===== src/rtl/gsso_pkg.sv =====
package gsso_pkg;

  // ----------------------------------------
  // Timing
  // ----------------------------------------
  localparam int unsigned CLK_HZ     = 100_000_000;
  localparam int unsigned WARMUP_S   = 30;
  localparam int unsigned SAMPLE_US  = 1000;
  localparam int unsigned CLK_PER_US = CLK_HZ / 1_000_000;

  // ----------------------------------------
  // Output codes and modes
  // ----------------------------------------
  localparam logic [1:0] MODE_BIN  = 2'h0;
  localparam logic [1:0] MODE_STEP = 2'h1;
  localparam logic [1:0] MODE_PROP = 2'h2;
  localparam logic [1:0] SEL_WARN  = 2'h0;
  localparam logic [1:0] SEL_ALRM  = 2'h1;
  localparam logic [1:0] SEL_BOTH  = 2'h2;
  localparam logic [5:0] CODE_ERR  = 6'h00;
  localparam logic [5:0] CODE_NORM = 6'h10;
  localparam logic [5:0] CODE_WARN = 6'h20;
  localparam logic [5:0] CODE_ALRM = 6'h30;
  localparam logic [5:0] PROP_OFS  = 6'h07;
  localparam logic [7:0] PROP_MAX  = 8'h38;

  // ----------------------------------------
  // Conditioning constants and reset values
  // ----------------------------------------
  localparam logic [10:0] ACC_RST  = 11'h400;
  localparam logic [7:0]  ADC_RST  = 8'h80;
  localparam logic [7:0]  TEMP_REF = 8'h80;
  localparam logic [7:0]  TEMP_MIN = 8'h10;
  localparam logic [7:0]  TEMP_MAX = 8'hf0;
  localparam logic [7:0]  SENS_LO  = 8'h02;
  localparam logic [7:0]  SENS_HI  = 8'hfd;
  localparam logic [6:0]  PCT_FULL = 7'h64;
  localparam logic [7:0] LIN_TBL [17] = '{
    8'h00, 8'h04, 8'h09, 8'h0e, 8'h14, 8'h1b, 8'h23, 8'h2c, 8'h36,
    8'h42, 8'h50, 8'h60, 8'h72, 8'h87, 8'ha0, 8'hbe, 8'hff};

  // ----------------------------------------
  // State
  // ----------------------------------------
  typedef enum logic [2:0] {
    ST_WARM = 3'b000,
    ST_NORM = 3'b001,
    ST_WARN = 3'b010,
    ST_ALRM = 3'b011,
    ST_ERR  = 3'b100
  } gsso_state_t;

  typedef struct packed {
    logic [7:0]  adc_s1;
    logic [7:0]  adc_s2;
    logic [7:0]  tmp_s1;
    logic [7:0]  tmp_s2;
    logic [10:0] acc;
    logic [16:0] div;
    logic [31:0] warm_cnt;
    logic [7:0]  rdg;
    gsso_state_t state;
    logic        latch;
    logic [5:0]  dac;
    logic        bin;
  } gsso_regs_t;

endpackage : gsso_pkg


===== src/rtl/gsso_top.sv =====
// Operation
// - Sample the sensor continuously with 8 bits and low-pass filter it.
// - Compensate temperature, remove baseline, apply span, linearise via table.
// - Enter warm-up at every reset and stay about thirty seconds.
// - During warm-up sampling and error checks go on, but the reading is zero.
// - After warm-up go normal; stay there without error or gas level.
// - Fall back to normal by itself once the cause clears.
// - Warn when reading reaches a stored percentage of the alarm level.
// - Alarm whenever, outside error and warm-up, the reading is at or above the alarm level.
// - Alarm level is stored configuration, rewritable over the link.
// - Error on sensor loss, temperature out of range or checksum fault.
// - Error drives output code zero in step and proportional modes.
// - Step codes: error 0, warm-up/normal 16, warning 32, alarm 48.
// - Binary output idle polarity and latching selectable.
// - Binary output follows warning, alarm or either.
// - Proportional output rises one code per reading unit.
// - Six-bit code; the offset codes shrink the top reading.
// - Non-error proportional codes carry an offset of seven.
module gsso_top
  import gsso_pkg::*;
#(
  parameter logic [31:0] WARMUP_CYC = 32'(64'(WARMUP_S) * 64'(CLK_HZ)),
  parameter logic [16:0] SAMPLE_CYC = 17'(SAMPLE_US * CLK_PER_US)
) (
  // Clock and reset
  input  wire logic       REF_CLK_I,
  input  wire logic       RST_B_I,
  // Converter pins
  input  wire logic [7:0] GAS_ADC_I,
  input  wire logic [7:0] TEMP_ADC_I,
  // Settings held by the field_config_link logic
  input  wire logic [7:0] ALARM_THR_I,
  input  wire logic [6:0] WARN_PCT_I,
  input  wire logic [7:0] BASELINE_I,
  input  wire logic [7:0] SPAN_I,
  input  wire logic [3:0] TEMP_COEF_I,
  input  wire logic [1:0] OUT_MODE_I,
  input  wire logic [1:0] BIN_SEL_I,
  input  wire logic       BIN_IDLE_HI_I,
  input  wire logic       BIN_LATCH_I,
  input  wire logic       BIN_CLR_I,
  input  wire logic       FW_CRC_FAIL_I,
  // Outputs
  output logic      [5:0] DAC_CODE_O,
  output logic            BIN_O,
  output logic      [2:0] STATE_O,
  output logic      [7:0] READING_O
);

  // ----------------------------------------
  // State registers
  // ----------------------------------------
  gsso_regs_t r;
  gsso_regs_t n;

  // ----------------------------------------
  // Conditioning path
  // ----------------------------------------
  logic               tick;
  logic        [7:0]  filt;
  logic signed [9:0]  tdev;
  logic signed [13:0] corr;
  logic signed [14:0] comp_w;
  logic        [7:0]  comp;
  logic        [7:0]  net;
  logic        [15:0] prod;
  logic        [7:0]  scaled;
  logic        [3:0]  idx;
  logic        [7:0]  lo_v;
  logic        [7:0]  hi_v;
  logic        [11:0] step_w;
  logic        [7:0]  lin;

  // Sample tick from the divider
  assign tick = (r.div == 17'h00000);

  // Filter output: average of about eight samples
  assign filt = r.acc[10:3];

  // Temperature drift correction, signed around the reference
  always_comb begin
    tdev   = $signed({2'b00, r.tmp_s2}) - $signed({2'b00, TEMP_REF});
    corr   = tdev * $signed(TEMP_COEF_I);
    comp_w = $signed({7'h00, filt}) - 15'(corr >>> 3);
    if (comp_w < 0) begin
      comp = 8'h00;
    end else if (comp_w > 15'sd255) begin
      comp = 8'hff;
    end else begin
      comp = comp_w[7:0];
    end
  end

  // Baseline, span, then piecewise-linear table with interpolation
  always_comb begin
    net    = (comp > BASELINE_I) ? comp - BASELINE_I : 8'h00;
    prod   = net * SPAN_I;
    scaled = (prod[15:14] != 2'b00) ? 8'hff : prod[13:6];
    idx    = scaled[7:4];
    lo_v   = LIN_TBL[idx];
    hi_v   = LIN_TBL[5'(idx) + 5'h01];
    step_w = (hi_v - lo_v) * scaled[3:0];
    lin    = lo_v + step_w[11:4];
  end

  // ----------------------------------------
  // Condition detection
  // ----------------------------------------
  logic        warm;
  logic        err;
  logic        alarm_hit;
  logic        warn_hit;
  logic [14:0] warn_prod;
  logic [7:0]  warn_lvl;

  assign warm = (r.warm_cnt != 32'h00000000);

  // Filtered rail values mean a missing or shorted sensor
  assign err = FW_CRC_FAIL_I
             | (r.tmp_s2 < TEMP_MIN) | (r.tmp_s2 > TEMP_MAX)
             | (filt < SENS_LO) | (filt > SENS_HI);

  // Threshold read live so a rewrite takes effect at once
  assign alarm_hit = (r.rdg >= ALARM_THR_I);

  // Divide by a constant; costs area, but only once per block
  always_comb begin
    warn_prod = ALARM_THR_I * WARN_PCT_I;
    warn_lvl  = 8'(warn_prod / 15'(PCT_FULL));
  end
  assign warn_hit = (r.rdg >= warn_lvl);

  // ----------------------------------------
  // Next-state logic
  // ----------------------------------------
  logic cond;
  logic active;

  always_comb begin
    n      = r;
    cond   = 1'b0;
    active = 1'b0;

    // Two-stage synchronisers on the converter pins
    n.adc_s1 = GAS_ADC_I;
    n.adc_s2 = r.adc_s1;
    n.tmp_s1 = TEMP_ADC_I;
    n.tmp_s2 = r.tmp_s1;

    // Sample divider
    n.div = tick ? SAMPLE_CYC - 17'h00001 : r.div - 17'h00001;

    // Warm-up timer counts down once after reset
    if (warm) begin
      n.warm_cnt = r.warm_cnt - 32'h00000001;
    end

    // Filter and reading update on each sample tick
    if (tick) begin
      n.acc = r.acc - 11'(r.acc[10:3]) + 11'(r.adc_s2);
      n.rdg = lin;
    end
    if (warm) begin
      n.rdg = 8'h00;
    end

    // State selection, highest priority first
    if (err) begin
      n.state = ST_ERR;
    end else if (warm) begin
      n.state = ST_WARM;
    end else if (alarm_hit) begin
      n.state = ST_ALRM;
    end else if (warn_hit) begin
      n.state = ST_WARN;
    end else begin
      n.state = ST_NORM;
    end

    // Binary output source
    case (BIN_SEL_I)
      SEL_WARN: cond = (n.state == ST_WARN);
      SEL_ALRM: cond = (n.state == ST_ALRM);
      SEL_BOTH: cond = (n.state == ST_WARN) | (n.state == ST_ALRM);
      default:  cond = 1'b0;
    endcase

    // Latch: a new event beats a clear in the same cycle
    n.latch = BIN_LATCH_I & ((r.latch & ~BIN_CLR_I) | cond);
    active  = BIN_LATCH_I ? n.latch : cond;
    n.bin   = active ^ BIN_IDLE_HI_I;

    // Output code encoder
    case (OUT_MODE_I)
      MODE_STEP: begin
        case (n.state)
          ST_ERR:  n.dac = CODE_ERR;
          ST_WARN: n.dac = CODE_WARN;
          ST_ALRM: n.dac = CODE_ALRM;
          default: n.dac = CODE_NORM;
        endcase
      end
      MODE_PROP: begin
        if (n.state == ST_ERR) begin
          n.dac = CODE_ERR;
        end else if (n.rdg > PROP_MAX) begin
          n.dac = PROP_OFS + PROP_MAX[5:0];
        end else begin
          n.dac = PROP_OFS + n.rdg[5:0];
        end
      end
      default: n.dac = CODE_ERR;
    endcase
  end

  // ----------------------------------------
  // Register stage
  // ----------------------------------------
  always_ff @(posedge REF_CLK_I or negedge RST_B_I) begin
    if (!RST_B_I) begin
      r.adc_s1   <= ADC_RST;
      r.adc_s2   <= ADC_RST;
      r.tmp_s1   <= TEMP_REF;
      r.tmp_s2   <= TEMP_REF;
      r.acc      <= ACC_RST;
      r.div      <= 17'h00000;
      r.warm_cnt <= WARMUP_CYC;
      r.rdg      <= 8'h00;
      r.state    <= ST_WARM;
      r.latch    <= 1'b0;
      r.dac      <= CODE_ERR;
      r.bin      <= 1'b0;
    end else begin
      r <= n;
    end
  end

  // Outputs straight from flops
  assign DAC_CODE_O = r.dac;
  assign BIN_O      = r.bin;
  assign STATE_O    = r.state;
  assign READING_O  = r.rdg;

  // ----------------------------------------
  // Checks
  // ----------------------------------------
  a_warmup_hold: assert property (@(posedge REF_CLK_I) disable iff (!RST_B_I)
    (warm && !err) |=> (STATE_O == ST_WARM))
    else $error("left warm-up early");

  a_warm_zero: assert property (@(posedge REF_CLK_I) disable iff (!RST_B_I)
    (STATE_O == ST_WARM) |-> (READING_O == 8'h00))
    else $error("reading not zero in warm-up");

  a_alarm_enter: assert property (@(posedge REF_CLK_I) disable iff (!RST_B_I)
    (!err && !warm && alarm_hit) |=> (STATE_O == ST_ALRM))
    else $error("alarm level missed");

  a_err_enter: assert property (@(posedge REF_CLK_I) disable iff (!RST_B_I)
    err |=> (STATE_O == ST_ERR) && (DAC_CODE_O == CODE_ERR))
    else $error("error not entered");

  a_warn_enter: assert property (@(posedge REF_CLK_I) disable iff (!RST_B_I)
    (!err && !warm && !alarm_hit && warn_hit) |=> (STATE_O == ST_WARN))
    else $error("warning level missed");

  a_norm_return: assert property (@(posedge REF_CLK_I) disable iff (!RST_B_I)
    ((STATE_O != ST_NORM) && !err && !warm && !warn_hit && !alarm_hit)
      |=> (STATE_O == ST_NORM))
    else $error("no return to normal");

  a_step_code: assert property (@(posedge REF_CLK_I) disable iff (!RST_B_I)
    ($past(OUT_MODE_I) == MODE_STEP && STATE_O == ST_ALRM)
      |-> (DAC_CODE_O == CODE_ALRM))
    else $error("wrong alarm step code");

  a_prop_offset: assert property (@(posedge REF_CLK_I) disable iff (!RST_B_I)
    ($past(OUT_MODE_I) == MODE_PROP && STATE_O != ST_ERR
      && READING_O <= PROP_MAX)
      |-> (DAC_CODE_O == PROP_OFS + READING_O[5:0]))
    else $error("proportional code wrong");

  a_bin_auto: assert property (@(posedge REF_CLK_I) disable iff (!RST_B_I)
    ($past(BIN_LATCH_I) == 1'b0 && $past(BIN_SEL_I) == SEL_ALRM)
      |-> (BIN_O == ((STATE_O == ST_ALRM) ^ $past(BIN_IDLE_HI_I))))
    else $error("binary output mismatch");

endmodule : gsso_top


===== config.mk =====
export PLATFORM = sky130hd
export DESIGN_NAME = gsso_top
export DESIGN_NICKNAME = d
export VERILOG_FILES = /design/src/rtl/gsso_pkg.sv /design/src/rtl/gsso_top.sv
export SDC_FILE = /design/constraint.sdc
export NUM_CORES = 1
export LEC_CHECK = 0
export ABC_AREA = 0
export BUFFER_PORTS_ARGS = -buffer_cell sky130_fd_sc_hd__buf_2
export CAP_MARGIN = 5
export CORE_AREA = 3 3 188 190
export DETAILED_ROUTE_END_ITERATION = 8
export DIE_AREA = 0 0 191 193
export GPL_TIMING_DRIVEN = 0
export PLACE_DENSITY_LB_ADDON = 0.12
export RECOVER_POWER = 25
export SYNTH_ARGS = -nofsm -noshare
export SYNTH_HDL_FRONTEND = slang
export SYNTH_SLANG_ARGS = --single-unit
export TNS_END_PERCENT = 10

===== constraint.sdc =====
create_clock -name REF_CLK_I -period 17.95 [get_ports REF_CLK_I]
set_clock_uncertainty 0.1 [all_clocks]
set_input_delay 0 -clock REF_CLK_I [delete_from_list [all_inputs] [get_ports REF_CLK_I]]
set_output_delay 0 -clock REF_CLK_I [all_outputs]
set_load 0.03 [all_outputs]

==> out/results.tsv <==
stage	metric	value	unit
synthesis	dominantRegCellSynth	sky130_fd_sc_hd__dfrtp_1	
floorplanning	top_level_ports	79	
floorplanning	die_area	36900	µm²
timing	timing.final.hold_violations	0	
clock_tree	clkLatencyLatePin	350	ps
critical_path	worst_path_most_repeated_cell	sky130_fd_sc_hd__fa_1	
synthesis	synth.largest_area_cell	sky130_fd_sc_hd__dfrtp_1	
synthesis	syn_nets	2101	
final_layout	drive_above_1_share	0.197	
routing	post_drt_wl_per_cell	15.4	µm
grt	first_global_vias	12700	
min_path	hold_path_class	in -> reg	
critical_path	crit_path_max_incr_delay	580	ps
final_layout	nNetsFinal	2271	
floorplanning	floorplan.initialDensity	0.451	
synthesis	synth_warnings	0	
run_status	outcome	complete, but fails checks	
placed_design	preCtsSetupSlack	-2870	ps
grt	grt_util_all_layers	0.200	
timing	timing.final.max_slew_violations	45	
timing	final_period_minus_worst_setup_slack	17400	ps
clock_tree	ctsLongestPathBuffers	2	
clock_tree	cts-htree-levels	3	
timing	timing.setup.tns	0	ps
synthesis	synth.cells.most_frequent	sky130_fd_sc_hd__inv_1 (223), sky130_fd_sc_hd__ha_1 (179), sky130_fd_sc_hd__nand2_1 (158), sky130_fd_sc_hd__nor2_1 (127), sky130_fd_sc_hd__fa_1 (109)	
routing	drt_pass1_iterations	5	
critical_path	timing.setup.critical_path_class	reg -> reg	
routing	drt-total-wl	36700	µm
critical_path	worstSetupEndpoint	DAC_CODE_O[2]	
floorplanning	fp.dieW	191	µm
timing	worst_slack	553	ps
clock_tree	numCtsBuffers	9	
synthesis	syn_inst	1752	
final_layout	ant_diodes	0	
routing	final_antenna_net_count	0	
placed_design	place.detailed.hpwl	28800	µm
timing	worst_pin_slew	2510	ps
grt	global_route.overflow_total	0	
run_status	failed_checks	max-capacitance violations, max-slew violations	
routing	residual_drc_count	0	
final_layout	areaGrowthSynthToFinish	18.2	%
synthesis	netlist_top_cells_area	sky130_fd_sc_hd__dfrtp_1 (16%), sky130_fd_sc_hd__ha_1 (15%), sky130_fd_sc_hd__fa_1 (14%)	
clock_tree	cts_tree	built	
clock_tree	cts.root.buffer_cell	sky130_fd_sc_hd__clkbuf_16	
critical_path	worst_ep_required_time	18110	ps
routing	dr_total_vias	12700	
routing	iteration_0_drc_markers	620	
critical_path	reg2reg_slack	550	ps
min_path	min_delay_path_depth	3	
critical_path	worst_setup_path_start_kind	flip-flop	
critical_path	worstPathArrival	17560	ps
placed_design	port_buffers	77	
clock_tree	cts.reportedPaths.clkPinSlew	80	ps
critical_path	timing.critical_path.fanout_max	8	
synthesis	synth_async_sr_flop_share	1.00	
synthesis	seq_area_frac_synth	0.185	
grt	grt_antenna_before_repair	0	
synthesis	synth-seq-cells	111	
critical_path	crit-reg2reg-capture	DAC_CODE_O[2]	
critical_path	regToRegStartpoint	r[79]	
critical_path	critPathSlowestCell	sky130_fd_sc_hd__mux4_2	
floorplanning	core_area	33600	µm²
critical_path	cp-end-kind	flip-flop	
timing	timing.max_slew.rel_slack	-0.674	
timing	final_setup_violation_count	0	
timing	min_period_over_period	0.969	
synthesis	synthDistinctLibCells	106	
critical_path	crit_start	r[79]	
synthesis	synth.top_cell.area_share	0.155	
synthesis	synth_enable_flop_cells	0	
synthesis	netlist_area	15200	µm²
placed_design	place_congestion	0.868	
run	maxCapViolations	1	
floorplanning	fp-row-count	67	
grt	grt_start_max_net_pins	68	
synthesis	synth.most_common_cell	sky130_fd_sc_hd__inv_1	
floorplanning	die_height	193	µm
synthesis	syn_area_per_cell	8.65	µm²
clock_tree	cts.sink_count	111	
critical_path	rr_worst_depth	80	
routing	vias_per_cell	5.33	
grt	grt_first_pass_wirelength	61400	µm
timing	achievable-frequency	0.0575	GHz
worst min-delay path by stage:
stage | from | end
2_1_floorplan | RST_B_I | BIN_O
3_3_place_gp | GAS_ADC_I[7] | n[102]
6_report | FW_CRC_FAIL_I | STATE_O[2]
3_5_place_dp | RST_B_I | n[95]
4_1_cts | FW_CRC_FAIL_I | STATE_O[2]
5_1_grt | FW_CRC_FAIL_I | STATE_O[2]
layout make-up:
cell class | instances | area, µm²
fill | 3113 | 15700
multi-input combinational | 1371 | 12000
timing repair buffer | 164 | 1130
tap | 448 | 561
sequential | 111 | 2800
clock inverter | 6 | 63.8
clock buffer | 10 | 229
inverter | 224 | 857
buffer | 41 | 253
critical path, delay by kind of cell (launching register included):
| kind | cells | cell delay, ps |
|---|---|---|
| buffers and inverters | 10 | 830 |
| AO/OA/AOI/OAI | 24 | 4510 |
| XOR/XNOR | 5 | 860 |
| AND/OR/NAND/NOR | 20 | 2480 |
| multiplexers | 2 | 800 |
| flip-flops | 1 | 410 |
| adder cells (fa/ha/maj) | 19 | 7270 |
repair_timing:
action | CTS | global route
hold endpoints to repair | 62 | 0
pin swaps | 21 | 129
hold buffers | 21 | 0
setup buffers | 27 | 38
endpoints found under the setup margin | 14 | 10
gates resized for setup | 77 | 103
logic make-up after synthesis:
logic type / count (synthesis) / synth area share
flops: 111 / 0.185
buf+inv: 270 / 0.0729
mux: 16 / 0.0124
xor+xnor: 126 / 0.0742
simple gates: 599 / 0.201
compound gates: 340 / 0.162
fa+ha+maj: 290 / 0.293
layer usage:
layer  part of all wire  vias up  GRT usage
li1                   -     6278          -
met1               0.45     6140      0.268
met2               0.50      186      0.353
met3              0.022       56     0.0145
met4              0.027        0     0.0517
met5                  0        -          0
state kept, by name (all words and copies together) (netlist names):
register	flops
READING_O	8
r	69
STATE_O	3
DAC_CODE_O	6
filt	8
BIN_O	1
n	16
placed cells by master (no fill, tap or decap), types with 24 or more instances in the layout:
cell type                  netlist  routed
sky130_fd_sc_hd__a21o_1         44      44
sky130_fd_sc_hd__a21oi_1        76      67
sky130_fd_sc_hd__and2_1         90      83
sky130_fd_sc_hd__buf_2           3      78
sky130_fd_sc_hd__buf_4          19      78
sky130_fd_sc_hd__dfrtp_1        94      93
sky130_fd_sc_hd__fa_1          109     103
sky130_fd_sc_hd__ha_1          179     158
sky130_fd_sc_hd__inv_1         223     212
sky130_fd_sc_hd__nand2_1       158     149
sky130_fd_sc_hd__nand2b_1       27      26
sky130_fd_sc_hd__nand3_1        25      24
sky130_fd_sc_hd__nor2_1        127     109
sky130_fd_sc_hd__nor2b_1        25      24
sky130_fd_sc_hd__nor3_1         39      35
sky130_fd_sc_hd__o21ai_0        62      52
sky130_fd_sc_hd__xnor2_1        74      64
sky130_fd_sc_hd__xor2_1         50      49
through the flow:
step	utilization	hold slack, ps	instances	area [µm²]
after CTS	0.510	40.5	2339	17200
final	0.533	43.9	2375	17900
after global placement	0.479	7.66	2277	16100
after floorplan	-	-396	1752	15200
after detailed placement	0.480	-58.9	2278	16100
after global routing	0.533	62.9	2375	17900
Power is not shown: default switching activity piles up to over one toggle a cycle in this logic, so the estimate is an artifact.
